<file path="src/pmfo_regs.svh">
`ifndef PMFO_REGS_SVH
`define PMFO_REGS_SVH

`define PMFO_ADDR_W 8
`define PMFO_CTRL_OFF 8'ha0
`define PMFO_SMIEN_OFF 8'ha2
`define PMFO_EVEN_OFF 8'ha4
`define PMFO_START_OFF 8'ha8
`define PMFO_STAT_OFF 8'haa

`define PMFO_CTRL_RST 8'h08
`define PMFO_CTRL_MASK 8'h0f
`define PMFO_SMIEN_RST 8'h00
`define PMFO_EVEN_RST 32'h00000000
`define PMFO_START_RST 8'h0f
`define PMFO_STAT_RST 8'h00

`define PMFO_CTRL_GATE 0
`define PMFO_CTRL_HALTEN 1
`define PMFO_CTRL_FREEZE 3

`define PMFO_EV_SMI 31
`define PMFO_EV_INTR 30
`define PMFO_EV_NMI 29
`define PMFO_EV_SERIAL 27
`define PMFO_EV_PRINTER 26
`define PMFO_EV_DRIVE 25
`define PMFO_EV_XFER 24
`define PMFO_EV_LINE_MASK 32'h0000fffb
`define PMFO_EV_APIC_MASK 32'h4f000000
`define PMFO_EV_BASE_MASK 32'ha000fffb

`define PMFO_ST_IRQ1 0
`define PMFO_ST_IRQ3 1
`define PMFO_ST_IRQ4 2
`define PMFO_ST_IRQ8 3
`define PMFO_ST_IRQ12 4
`define PMFO_ST_TIMER 5
`define PMFO_ST_EXT 6
`define PMFO_ST_PORT 7

`define PMFO_MINUTE_S 60
`define PMFO_CLK_HZ 100000000

`endif

</file>
<file path="src/pmfo_pkg.sv">
package pmfo_pkg;

    typedef enum logic [1:0] {
        PMFO_RUN,
        PMFO_WAIT_GRANT,
        PMFO_HALTED
    } pmfo_state_t;

    typedef struct packed {
        logic [15:0] irq;
        logic nmi;
        logic intr;
        logic serial;
        logic printer;
        logic drive;
        logic xfer;
        logic init;
        logic extSmiN;
    } pmfo_pins_t;

endpackage

</file>
<file path="src/pmfo_prescale.sv">
`timescale 1ns/10ps
`include "pmfo_regs.svh"

module pmfo_prescale #(
    parameter logic [35:0] CYCLES =
        36'(`PMFO_MINUTE_S) * 36'(`PMFO_CLK_HZ)
) (
    input wire logic clk,
    input wire logic rst,
    output logic tick
);

    logic [35:0] count_q;
    logic tick_q;

    // free-running so the minute grid ignores freeze
    always_ff @(posedge clk)
    begin
        if (rst)
        begin
            count_q <= 36'h0;
            tick_q <= 1'b0;
        end
        else if (count_q == CYCLES - 36'h1)
        begin
            count_q <= 36'h0;
            tick_q <= 1'b1;
        end
        else
        begin
            count_q <= count_q + 36'h1;
            tick_q <= 1'b0;
        end
    end

    assign tick = tick_q;

endmodule // pmfo_prescale

</file>
<file path="src/pmfo_top.sv">
`timescale 1ns/10ps
`include "pmfo_regs.svh"

// Behaviour
// - enabled system event reloads idle timer
// - enabled break event while stopped releases halt
// - halt held until stop-grant cycle arrives
// - early break events latched, applied at grant
// - init breaks only after stop-grant
// - bit 31 enables sysmgmt activity both ways
// - bit 29 enables nonmaskable activity both ways
// - bit 30 cpu interrupt break only, variant
// - bits 27..24 peripheral system events, variant
// - bits 15:3,1:0 request lines both ways
// - unfrozen timer decrements once per minute
// - timer at zero raises interrupt, reloads
// - start value resets 0fh, reads written
// - enabled cause sets its status bit
// - hardware set beats software clear
// - irq status bits set on rising edge only, ext on falling edge
// - status bits independent of each other, gate
// - bit 7 power port write status
// - freeze bit stops the timer
// - gate masks output, pending asserts at once
module pmfo_top #(
    parameter logic ADVANCED_INTC = 1'b0,
    parameter logic [35:0] MINUTE_CYCLES =
        36'(`PMFO_MINUTE_S) * 36'(`PMFO_CLK_HZ)
) (
    input wire logic clk,
    input wire logic rst,
    input wire logic [`PMFO_ADDR_W-1:0] regAddr,
    input wire logic [31:0] regWdata,
    input wire logic regWr,
    input wire logic regRd,
    output logic [31:0] regRdata,
    input wire pmfo_pkg::pmfo_pins_t pins,
    input wire logic stopGrant,
    input wire logic powerPortWr,
    input wire logic powerPortRd,
    output logic cpuClockHaltN,
    output logic sysmgmtIrqN
);

    localparam logic [31:0] EV_MASK = ADVANCED_INTC ?
        (`PMFO_EV_BASE_MASK | `PMFO_EV_APIC_MASK) : `PMFO_EV_BASE_MASK;

    pmfo_pkg::pmfo_pins_t pinMeta_q;
    pmfo_pkg::pmfo_pins_t pinSync_q;
    pmfo_pkg::pmfo_pins_t pinPrev_q;
    pmfo_pkg::pmfo_pins_t pinRise;
    pmfo_pkg::pmfo_state_t state_q;
    pmfo_pkg::pmfo_state_t state_d;

    logic [7:0] ctrl_q;
    logic [7:0] smiEn_q;
    logic [31:0] evEn_q;
    logic [7:0] start_q;
    logic [7:0] count_q;
    logic [7:0] status_q;
    logic [7:0] statusSet;
    logic [31:0] rdata_q;
    logic irqN_q;
    logic haltN_q;
    logic breakLatch_q;
    logic smiPrev_q;
    logic minuteTick;
    logic wrCtrl;
    logic wrSmiEn;
    logic wrEvEn;
    logic wrStart;
    logic wrStat;
    logic smiRise;
    logic extFall;
    logic expire;
    logic sysEvent;
    logic breakEvent;
    logic initBreak;
    logic haltReq;
    logic smiPending;

    // pins come from outside the clock domain
    always_ff @(posedge clk)
    begin
        if (rst)
        begin
            pinMeta_q <= '0;
            pinSync_q <= '0;
            pinPrev_q <= '0;
        end
        else
        begin
            pinMeta_q <= pins;
            pinSync_q <= pinMeta_q;
            pinPrev_q <= pinSync_q;
        end
    end

    assign pinRise = pinSync_q & ~pinPrev_q;
    assign extFall = pinPrev_q.extSmiN & ~pinSync_q.extSmiN;

    pmfo_prescale #(
        .CYCLES(MINUTE_CYCLES)
    ) u_prescale (
        .clk(clk),
        .rst(rst),
        .tick(minuteTick)
    );

    assign wrCtrl = regWr && (regAddr == `PMFO_CTRL_OFF);
    assign wrSmiEn = regWr && (regAddr == `PMFO_SMIEN_OFF);
    assign wrEvEn = regWr && (regAddr == `PMFO_EVEN_OFF);
    assign wrStart = regWr && (regAddr == `PMFO_START_OFF);
    assign wrStat = regWr && (regAddr == `PMFO_STAT_OFF);

    // power port write drops the halt enable
    always_ff @(posedge clk)
    begin
        if (rst)
        begin
            ctrl_q <= `PMFO_CTRL_RST;
        end
        else if (wrCtrl)
        begin
            ctrl_q <= regWdata[7:0] & `PMFO_CTRL_MASK;
        end
        else if (powerPortWr)
        begin
            ctrl_q[`PMFO_CTRL_HALTEN] <= 1'b0;
        end
    end

    always_ff @(posedge clk)
    begin
        if (rst)
        begin
            smiEn_q <= `PMFO_SMIEN_RST;
        end
        else if (wrSmiEn)
        begin
            smiEn_q <= regWdata[7:0];
        end
    end

    // reserved enable bits never store
    always_ff @(posedge clk)
    begin
        if (rst)
        begin
            evEn_q <= `PMFO_EVEN_RST;
        end
        else if (wrEvEn)
        begin
            evEn_q <= regWdata & EV_MASK;
        end
    end

    always_ff @(posedge clk)
    begin
        if (rst)
        begin
            start_q <= `PMFO_START_RST;
        end
        else if (wrStart)
        begin
            start_q <= regWdata[7:0];
        end
    end

    // sysmgmt activity seen as rise of the gated request
    assign smiPending = |status_q;
    assign smiRise = ~irqN_q & smiPrev_q;

    always_ff @(posedge clk)
    begin
        if (rst)
        begin
            smiPrev_q <= 1'b1;
        end
        else
        begin
            smiPrev_q <= irqN_q;
        end
    end

    always_comb
    begin
        sysEvent = |(pinRise.irq & evEn_q[15:0]);
        sysEvent = sysEvent | (smiRise & evEn_q[`PMFO_EV_SMI]);
        sysEvent = sysEvent | (pinRise.nmi & evEn_q[`PMFO_EV_NMI]);
        sysEvent = sysEvent
            | (pinRise.serial & evEn_q[`PMFO_EV_SERIAL])
            | (pinRise.printer & evEn_q[`PMFO_EV_PRINTER])
            | (pinRise.drive & evEn_q[`PMFO_EV_DRIVE])
            | (pinRise.xfer & evEn_q[`PMFO_EV_XFER]);
    end

    always_comb
    begin
        breakEvent = |(pinRise.irq & evEn_q[15:0]);
        breakEvent = breakEvent | (smiRise & evEn_q[`PMFO_EV_SMI]);
        breakEvent = breakEvent
            | (pinRise.nmi & evEn_q[`PMFO_EV_NMI]);
        breakEvent = breakEvent
            | (pinRise.intr & evEn_q[`PMFO_EV_INTR]);
    end

    // zero writes to start value fire every cycle; software keeps off it
    assign expire = (count_q == 8'h00) && !ctrl_q[`PMFO_CTRL_FREEZE];

    always_ff @(posedge clk)
    begin
        if (rst)
        begin
            count_q <= `PMFO_START_RST;
        end
        else if (sysEvent || expire)
        begin
            count_q <= start_q;
        end
        else if (minuteTick && !ctrl_q[`PMFO_CTRL_FREEZE])
        begin
            count_q <= count_q - 8'h01;
        end
    end

    always_comb
    begin
        statusSet = 8'h00;
        statusSet[`PMFO_ST_IRQ1] = pinRise.irq[1];
        statusSet[`PMFO_ST_IRQ3] = pinRise.irq[3];
        statusSet[`PMFO_ST_IRQ4] = pinRise.irq[4];
        statusSet[`PMFO_ST_IRQ8] = pinRise.irq[8];
        statusSet[`PMFO_ST_IRQ12] = pinRise.irq[12];
        statusSet[`PMFO_ST_TIMER] = expire;
        statusSet[`PMFO_ST_EXT] = extFall;
        statusSet[`PMFO_ST_PORT] = powerPortWr;
        statusSet = statusSet & smiEn_q;
    end

    // per-bit clear by writing 0; set wins
    always_ff @(posedge clk)
    begin
        if (rst)
        begin
            status_q <= `PMFO_STAT_RST;
        end
        else if (wrStat)
        begin
            status_q <= (status_q & regWdata[7:0]) | statusSet;
        end
        else
        begin
            status_q <= status_q | statusSet;
        end
    end

    always_ff @(posedge clk)
    begin
        if (rst)
        begin
            irqN_q <= 1'b1;
        end
        else
        begin
            irqN_q <= !(ctrl_q[`PMFO_CTRL_GATE] && smiPending);
        end
    end

    assign haltReq = powerPortRd && ctrl_q[`PMFO_CTRL_HALTEN];
    // level of init counts only once the grant has come
    assign initBreak = pinSync_q.init && (state_q == pmfo_pkg::PMFO_HALTED);

    always_comb
    begin
        state_d = state_q;
        unique case (state_q)
            pmfo_pkg::PMFO_RUN:
            begin
                if (haltReq)
                begin
                    state_d = pmfo_pkg::PMFO_WAIT_GRANT;
                end
            end
            pmfo_pkg::PMFO_WAIT_GRANT:
            begin
                if (stopGrant)
                begin
                    state_d = (breakLatch_q || breakEvent) ?
                        pmfo_pkg::PMFO_RUN :
                        pmfo_pkg::PMFO_HALTED;
                end
            end
            pmfo_pkg::PMFO_HALTED:
            begin
                if (breakEvent || initBreak ||
                    !ctrl_q[`PMFO_CTRL_HALTEN])
                begin
                    state_d = pmfo_pkg::PMFO_RUN;
                end
            end
            default:
            begin
                state_d = pmfo_pkg::PMFO_RUN;
            end
        endcase
    end

    always_ff @(posedge clk)
    begin
        if (rst)
        begin
            state_q <= pmfo_pkg::PMFO_RUN;
        end
        else
        begin
            state_q <= state_d;
        end
    end

    always_ff @(posedge clk)
    begin
        if (rst)
        begin
            breakLatch_q <= 1'b0;
        end
        else if (state_q != pmfo_pkg::PMFO_WAIT_GRANT)
        begin
            breakLatch_q <= 1'b0;
        end
        else if (breakEvent)
        begin
            breakLatch_q <= 1'b1;
        end
    end

    always_ff @(posedge clk)
    begin
        if (rst)
        begin
            haltN_q <= 1'b1;
        end
        else
        begin
            haltN_q <= (state_d == pmfo_pkg::PMFO_RUN);
        end
    end

    // narrow registers read zero above their width
    always_ff @(posedge clk)
    begin
        if (rst)
        begin
            rdata_q <= 32'h00000000;
        end
        else if (regRd)
        begin
            unique case (regAddr)
                `PMFO_CTRL_OFF: rdata_q <= {24'h000000, ctrl_q};
                `PMFO_SMIEN_OFF: rdata_q <= {24'h000000, smiEn_q};
                `PMFO_EVEN_OFF: rdata_q <= evEn_q;
                `PMFO_START_OFF: rdata_q <= {24'h000000, start_q};
                `PMFO_STAT_OFF: rdata_q <= {24'h000000, status_q};
                default: rdata_q <= 32'h00000000;
            endcase
        end
        else
        begin
            rdata_q <= 32'h00000000;
        end
    end

    assign regRdata = rdata_q;
    assign cpuClockHaltN = haltN_q;
    assign sysmgmtIrqN = irqN_q;

endmodule // pmfo_top

</file>
<file path="config.mk">
export PLATFORM = sky130hd
export DESIGN_NAME = pmfo_top
export DESIGN_NICKNAME = d
export VERILOG_FILES = /design/src/pmfo_pkg.sv /design/src/pmfo_prescale.sv /design/src/pmfo_top.sv
export VERILOG_INCLUDE_DIRS = /design/src
export SDC_FILE = /design/constraint.sdc
export NUM_CORES = 1
export LEC_CHECK = 0
export BUFFER_PORTS_ARGS = -buffer_cell sky130_fd_sc_hd__buf_2
export CORE_UTILIZATION = 39
export DETAILED_ROUTE_END_ITERATION = 10
export SLEW_MARGIN = 20
export SYNTH_ARGS = -nofsm -noshare
export SYNTH_HDL_FRONTEND = slang
export SYNTH_SLANG_ARGS = --single-unit
</file>
<file path="constraint.sdc">
create_clock -name clk -period 1.68 [get_ports clk]
set_input_delay 0.168 -clock clk [delete_from_list [all_inputs] [get_ports clk]]
set_output_delay 0.168 -clock clk [all_outputs]
set_load 0.05 [all_outputs]
</file>
# Word-level counts from Yosys, hierarchy flattened
# Index checks and enable logic that the tools add are counted.
dict set report totals {
  output_inout_bits 34
  word_cells 108
  inputBits 71
  regBits 200
}
dict set report classes {
  n_bitwise 16
  mux 12
  reduce_logical 27
  addsub 2
  eq_ne 9
}
# op count
set op_table {}
lappend op_table {{case mux 32 bit (5 select lines)} 1}
lappend op_table {{== test 8 bit, second input constant} 5}
lappend op_table {{adder 36 x 1 -> 36 bit, second input constant} 1}
lappend op_table {{== test 36 x 33 -> 1 bit, second input constant} 1}
lappend op_table {{bitwise AND 24 bit} 1}
lappend op_table {{two-way mux 8 bit} 3}
lappend op_table {{inverter 24 bit} 1}
lappend op_table {{bitwise AND 16 bit} 1}
lappend op_table {{bitwise AND 8 bit} 2}
lappend op_table {{bitwise OR 8 bit} 2}
lappend op_table {{OR reduction 16 bit} 1}
lappend op_table {{logical AND 1 bit} 10}
lappend op_table {{zero test 8 bit} 1}
lappend op_table {{two-way mux 2 bit} 4}
lappend op_table {{OR reduction 8 bit} 1}
lappend op_table {{subtractor 8 x 1 -> 8 bit, second input constant} 1}
lappend op_table {{case mux 2 bit (3 select lines)} 1}
lappend op_table {{OR reduction 2 bit} 3}
lappend op_table {{bitwise AND 1 bit} 4}
lappend op_table {{zero test 2 bit} 2}
lappend op_table {{logical OR 1 bit} 4}
lappend op_table {{nonzero test 2 bit} 2}
lappend op_table {{zero test 1 bit} 3}
lappend op_table {{two-way mux 1 bit} 3}
lappend op_table {{5 further kinds} 8}

# Logic depth before layout (Yosys ltp)
dict set report depth {
  depth_word 11
  ltp_mapped 8
  mapped_depth_nobuf 7
}

# Hierarchy
# From an unflattened synthesis, not the netlist that was laid out.
dict set report hier_totals {
  hier_cells 688
  hier_area_um2 6580.1
}
# module area_per_inst_um2 cells_each seq_area_each_um2 instances
set modules_own_cells {}
lappend modules_own_cells {pmfo_top 4842.1 483 2602.5 1}
lappend modules_own_cells {pmfo_prescale 1737.9 205 740.7 1}

# Worst setup path after synthesis
# OpenSTA, ideal clock, no wires.
dict set report synth_path {
  kind {register -> register}
  start {reg irqN_q (netlist: sysmgmtIrqN)}
  end {reg count_q[4]}
  t_arrival_ns 1.957
  path_buffers 0
  stages_incl_launch_ff 6
  setup_ns 0.121
  period_less_slack_ns 2.078
  required_time_ns 1.559
  slack_ns -0.398
  cell_sequence {dfxtp_1 nand3b_1 nand3_1 or3_1 nor3_4 mux2_2}
}
dict set report synth_between {
  elab_chain_cells 7
  elab_cells_between_ends 8
  classes_between {mux (1); bitwise (5); reduce/logical (2)}
}
# element line
set synth_rtl {}
lappend synth_rtl {{start: declaration} pmfo_top.sv:63} ;# logic irqN_q;
lappend synth_rtl {{start signal: assignment} pmfo_top.sv:266} ;# irqN_q <= !(ctrl_q[`PMFO_CTRL_GATE] && smiPending);
lappend synth_rtl {{inverter 1 bit (*)} pmfo_top.sv:172} ;# assign smiRise = ~irqN_q & smiPrev_q;
lappend synth_rtl {{bitwise AND 1 bit (*)} pmfo_top.sv:172}
lappend synth_rtl {{bitwise AND 1 bit (*)} pmfo_top.sv:189} ;# sysEvent = sysEvent | (smiRise & evEn_q[`PMFO_EV_SMI]);
lappend synth_rtl {{bitwise OR 1 bit (*)} pmfo_top.sv:189}
lappend synth_rtl {{bitwise OR 1 bit (*)} pmfo_top.sv:190} ;# sysEvent = sysEvent | (pinRise.nmi & evEn_q[`PMFO_EV_NMI]);
lappend synth_rtl {{logical OR 1 bit (*)} pmfo_top.sv:217} ;# else if (sysEvent || expire)
lappend synth_rtl {{two-way mux 8 bit / nonzero test 2 bit (equally long branches)} -}
lappend synth_rtl {{end signal: assignment} pmfo_top.sv:215} ;# count_q <= `PMFO_START_RST;
lappend synth_rtl {{end signal: assignment} pmfo_top.sv:219} ;# count_q <= start_q;
lappend synth_rtl {{end signal: assignment} pmfo_top.sv:223} ;# count_q <= count_q - 8'h01;
lappend synth_rtl {{end: declaration} pmfo_top.sv:59} ;# logic [7:0] count_q;
# Mark *: on every way between the ends. The rest lies on a longest branch, timed or not.
# A chain may end at the register's enable or synchronous reset.

# Final worst setup path
dict set report layout_path {
  start {reg u_prescale.count_q[17]}
  end {reg u_prescale.count_q[9]}
}
dict set report layout_between {
  elab_chain_cells 2
}
# element line
set layout_rtl {}
lappend layout_rtl {{start: declaration} pmfo_prescale.sv:13} ;# logic [35:0] count_q;
lappend layout_rtl {{start signal: assignment} pmfo_prescale.sv:31} ;# count_q <= count_q + 36'h1;
lappend layout_rtl {{== test 36 x 33 -> 1 bit} pmfo_prescale.sv:24} ;# else if (count_q == CYCLES - 36'h1)
lappend layout_rtl {{OR reduction 2 bit (no source line)} -}
# Every way passes these cells.

==> out/metrics.yaml <==
clock_network:
  cts_root_buffer: "clkbuf_16"
  clock_sinks: 167
  clock_latency_ns: 0.43
  cts-buffers-inserted: 17
  cts_tree: "built"
  clk_pin_slew_ns: 0.06
  htree_levels: 4
  max-clock-path-buffers: 2
floorplanning:
  die_h_um: 131.3
  die-area_um2: 17230
  die_x_um: 131.3
  num_rows: 46
  core_um2: 16120
  pin_count: 105
  initial_core_util_pct: 40.44
grt:
  grt_pass1_wl_um: 26740
  grt_start_max_net_pins: 38
  grt_pass1_vias: 5337
  antenna_found_initial: 0
  grt_usage_pct: 19.50
  overflow: 0
timing:
  fin_setup_tns_ns: -8.069
  hold_viol: 0
  max-slew-margin-rel_pct: 66.66
  finalWorstSetupSlack_ns: -0.2400
  final_max_slew_viol_count: 0
  rsz0062_at_grt: "true"
  fin_hold_ws_ns: 0.01430
  worst_slew_pin_slew_ns: 0.5001
  fmax_mhz: 520.8
  finalSetupViolCount: 41
  period_share_pct: 114.3
  clock_skew_ns: 0.01034
  period_minus_slack_ns: 1.920
finish:
  diodes: 0
  fin_cells: 1083
  final_core_util_pct: 53.66
  layout-drive-gt1-share_pct: 28.49
  nets: 927
  areaGrowthSynthToFinish_pct: 32.67
  num-fill-cells: 1419
power_and_ir_drop:
  p_int_mw: 6.587
  power.density_nw_per_um2: 980.4
  netSwitchingPower_mw: 1.891
  p_seq_share_pct: 47.6
  vdd_ir_drop_max_v: 0.0007442
  leakage_nw: 3.545
  pwr-share-clk_pct: 47.3
  share_comb_of_total_power_pct: 5.1
  p_sw_share_pct: 22.30
yosys:
  syn-instance-count: 696
  syn_area_per_cell_um2: 9.364
  synth_warnings: 0
  ys_ff_latch: 167
  yosys_most_used_dff: "dfxtp_1"
  synth_area_leaders: "dfxtp_1 51%, nor2b_1 6.0%, a21oi_1 3.8%"
  async_flop_share_pct: 0
  synth_top_area_cell: "dfxtp_1"
  synth_common_cells: "167 x dfxtp_1, 63 x nor2b_1, 61 x nor2_1, 51 x nand2_1, 49 x a21oi_1"
  yosysMostFrequentCell: "dfxtp_1"
  syn_area_um2: 6518
  seq_area_frac_synth_pct: 51.30
  synth-edff-count: 0
  synthDominantCellAreaShare_pct: 51.30
  synthDistinctLibCells: 50
worst_setup_path:
  endpoint_kind: "register"
  slowest_stage: "or4_4"
  path_cells: "or4_4 > nor4_4 > and4_1 > or2_4 > clkbuf_16 > nor2_1"
  cp_max_fo: 12
  crit_buf_inv: 1
  crit_arrival_ns: 2.24
  cpPeakStageDelay_ns: 0.55
  cpLargestDelayFamily: "simple AND/OR/NAND/NOR gates"
  crit_path_start_kind: "register"
  critPathRequiredTime_ns: 2.00
  critPathKind: "reg2reg"
detailed_routing:
  num_vias: 5448
  drc: 0
  wl_um: 16410
  antenna_left: 0
  drt-pass1-iter-count: 6
  vias_per_cell: 5.030
  post_drt_wl_per_cell_um: 15.15
  drt-initial-drc-count: 330
job:
  maxCapViolCount: 0
place:
  gp_congestion: 0.8627
  hpwlAfterDp_um: 11540
  io_buffers: 70
  place_inst: 1024
status:
  outcome: "complete, but fails checks"
  violations: "setup timing"
min_path:
  min_path_type: "in2reg"
per-layer routing:
layer / track usage [%] / vias to the layer above / routed length [µm]
met2: 32.24 / 144 / 7890
met3: 4.321 / 22 / 745
met1: 25.19 / 2604 / 7499
met5: 0 / - / 0
li1: - / 2678 / -
met4: 6.202 / 0 / 270
registers in the layout, indices dropped and copies added (netlist names):
register and flops:
u_prescale.tick 1, u_prescale.count_q 36, cpuClockHaltN 1, status_q 8
pinPrev_q 17, count_q 8, evEn_q 17, smiPrev_q 1
pinSync_q 18, sysmgmtIrqN 1, regRdata 18, breakLatch_q 1
pinMeta_q 18, state_q 2, ctrl_q 4, smiEn_q 8
start_q 8
tightest hold or removal path, stage by stage:
cell	delay (ns)
buf_2	0.10
nand3_1	0.06
a21oi_1	0.06
power groups by stage:
| stage | Clock (mW) | Sequential (mW) | Combinational (mW) |
|---|---|---|---|
| after global routing | 4.27 | 4.04 | 0.467 |
| after floorplan | 0 | 4.12 | 0.251 |
| after detailed placement | 0 | 4.13 | 0.372 |
| after global placement | 0 | 4.12 | 0.366 |
| after CTS | 4.09 | 4.04 | 0.420 |
| final | 4.01 | 4.04 | 0.434 |
per-stage QoR:
step                      power [mW]  cell area (µm²)  worst slack, ns
after floorplan                4.371             6644          -0.1826
after global placement         4.490             7602          -0.4613
after detailed placement       4.498             7602          -0.4951
after CTS                      8.547             8529          -0.2394
after global routing           8.779             8647          -0.3383
final                          8.478             8647          -0.2400
layout by cell type (no fill, tap or decap), types with 3 or more instances in the layout:
master / n
a21oi_1: 49
a222oi_1: 4
a22oi_1: 3
and3_1: 22
and4_1: 7
buf_2: 69
buf_4: 77
buf_6: 5
bufinv_16: 3
clkbuf_16: 18
clkinv_2: 5
conb_1: 14
dfxtp_1: 159
dfxtp_2: 8
dlygate4sd3_1: 22
inv_1: 10
inv_6: 3
mux2_2: 5
mux2_4: 4
mux2i_1: 13
nand2_1: 51
nand3_1: 42
nand3b_1: 17
nand4_1: 14
nor2_1: 48
nor2_2: 13
nor2b_1: 61
nor3_1: 5
nor3_2: 6
nor4_1: 3
nor4_4: 4
o21ai_0: 18
or3_1: 6
xnor2_1: 13
xor2_1: 22
kinds of logic after synthesis:
| group | Yosys count | share of synthesized area [%] |
|---|---|---|
| compound gates | 79 | 6.777 |
| xor+xnor | 35 | 4.703 |
| fa+ha+maj | 2 | 0.3839 |
| buf+inv | 61 | 4.742 |
| flops | 167 | 51.30 |
| mux | 23 | 3.897 |
| other cells | 1 | 0.05754 |
| simple gates | 328 | 28.14 |
repair_timing:
item | 4_1_cts | 5_1_grt
resized for setup | 18 | 25
buffers inserted | 3 | 2
pin swaps | 5 | 8
hold buffers | 22 | 0
endpoints found under the hold margin | 22 | 0
setup endpoints to repair | 47 | 49
gates cloned | 1 | 1
worst paths after layout:
check	start	to	slack, ns	cells after the start
min reg2reg	pinMeta_q[9]	pinSync_q[9]	0.43	1
min	regWdata[14]	evEn_q[14]	0.01	3
max reg2reg	u_prescale.count_q[17]	u_prescale.count_q[9]	-0.24	6
max	u_prescale.count_q[17]	u_prescale.count_q[9]	-0.24	6
layout make-up:
type / count / area, µm² / share of cell area [%]
multi-input cells: 481 / 3108 / 35.94
well taps: 216 / 270.3 / 3.125
clock buffers: 18 / 439.2 / 5.079
inverters: 11 / 41.29 / 0.4775
flip-flops and latches: 167 / 3353 / 38.78
repair buffers: 176 / 1265 / 14.63
clock inverters: 14 / 170.2 / 1.968
Power figures use the tool's default switching activity.
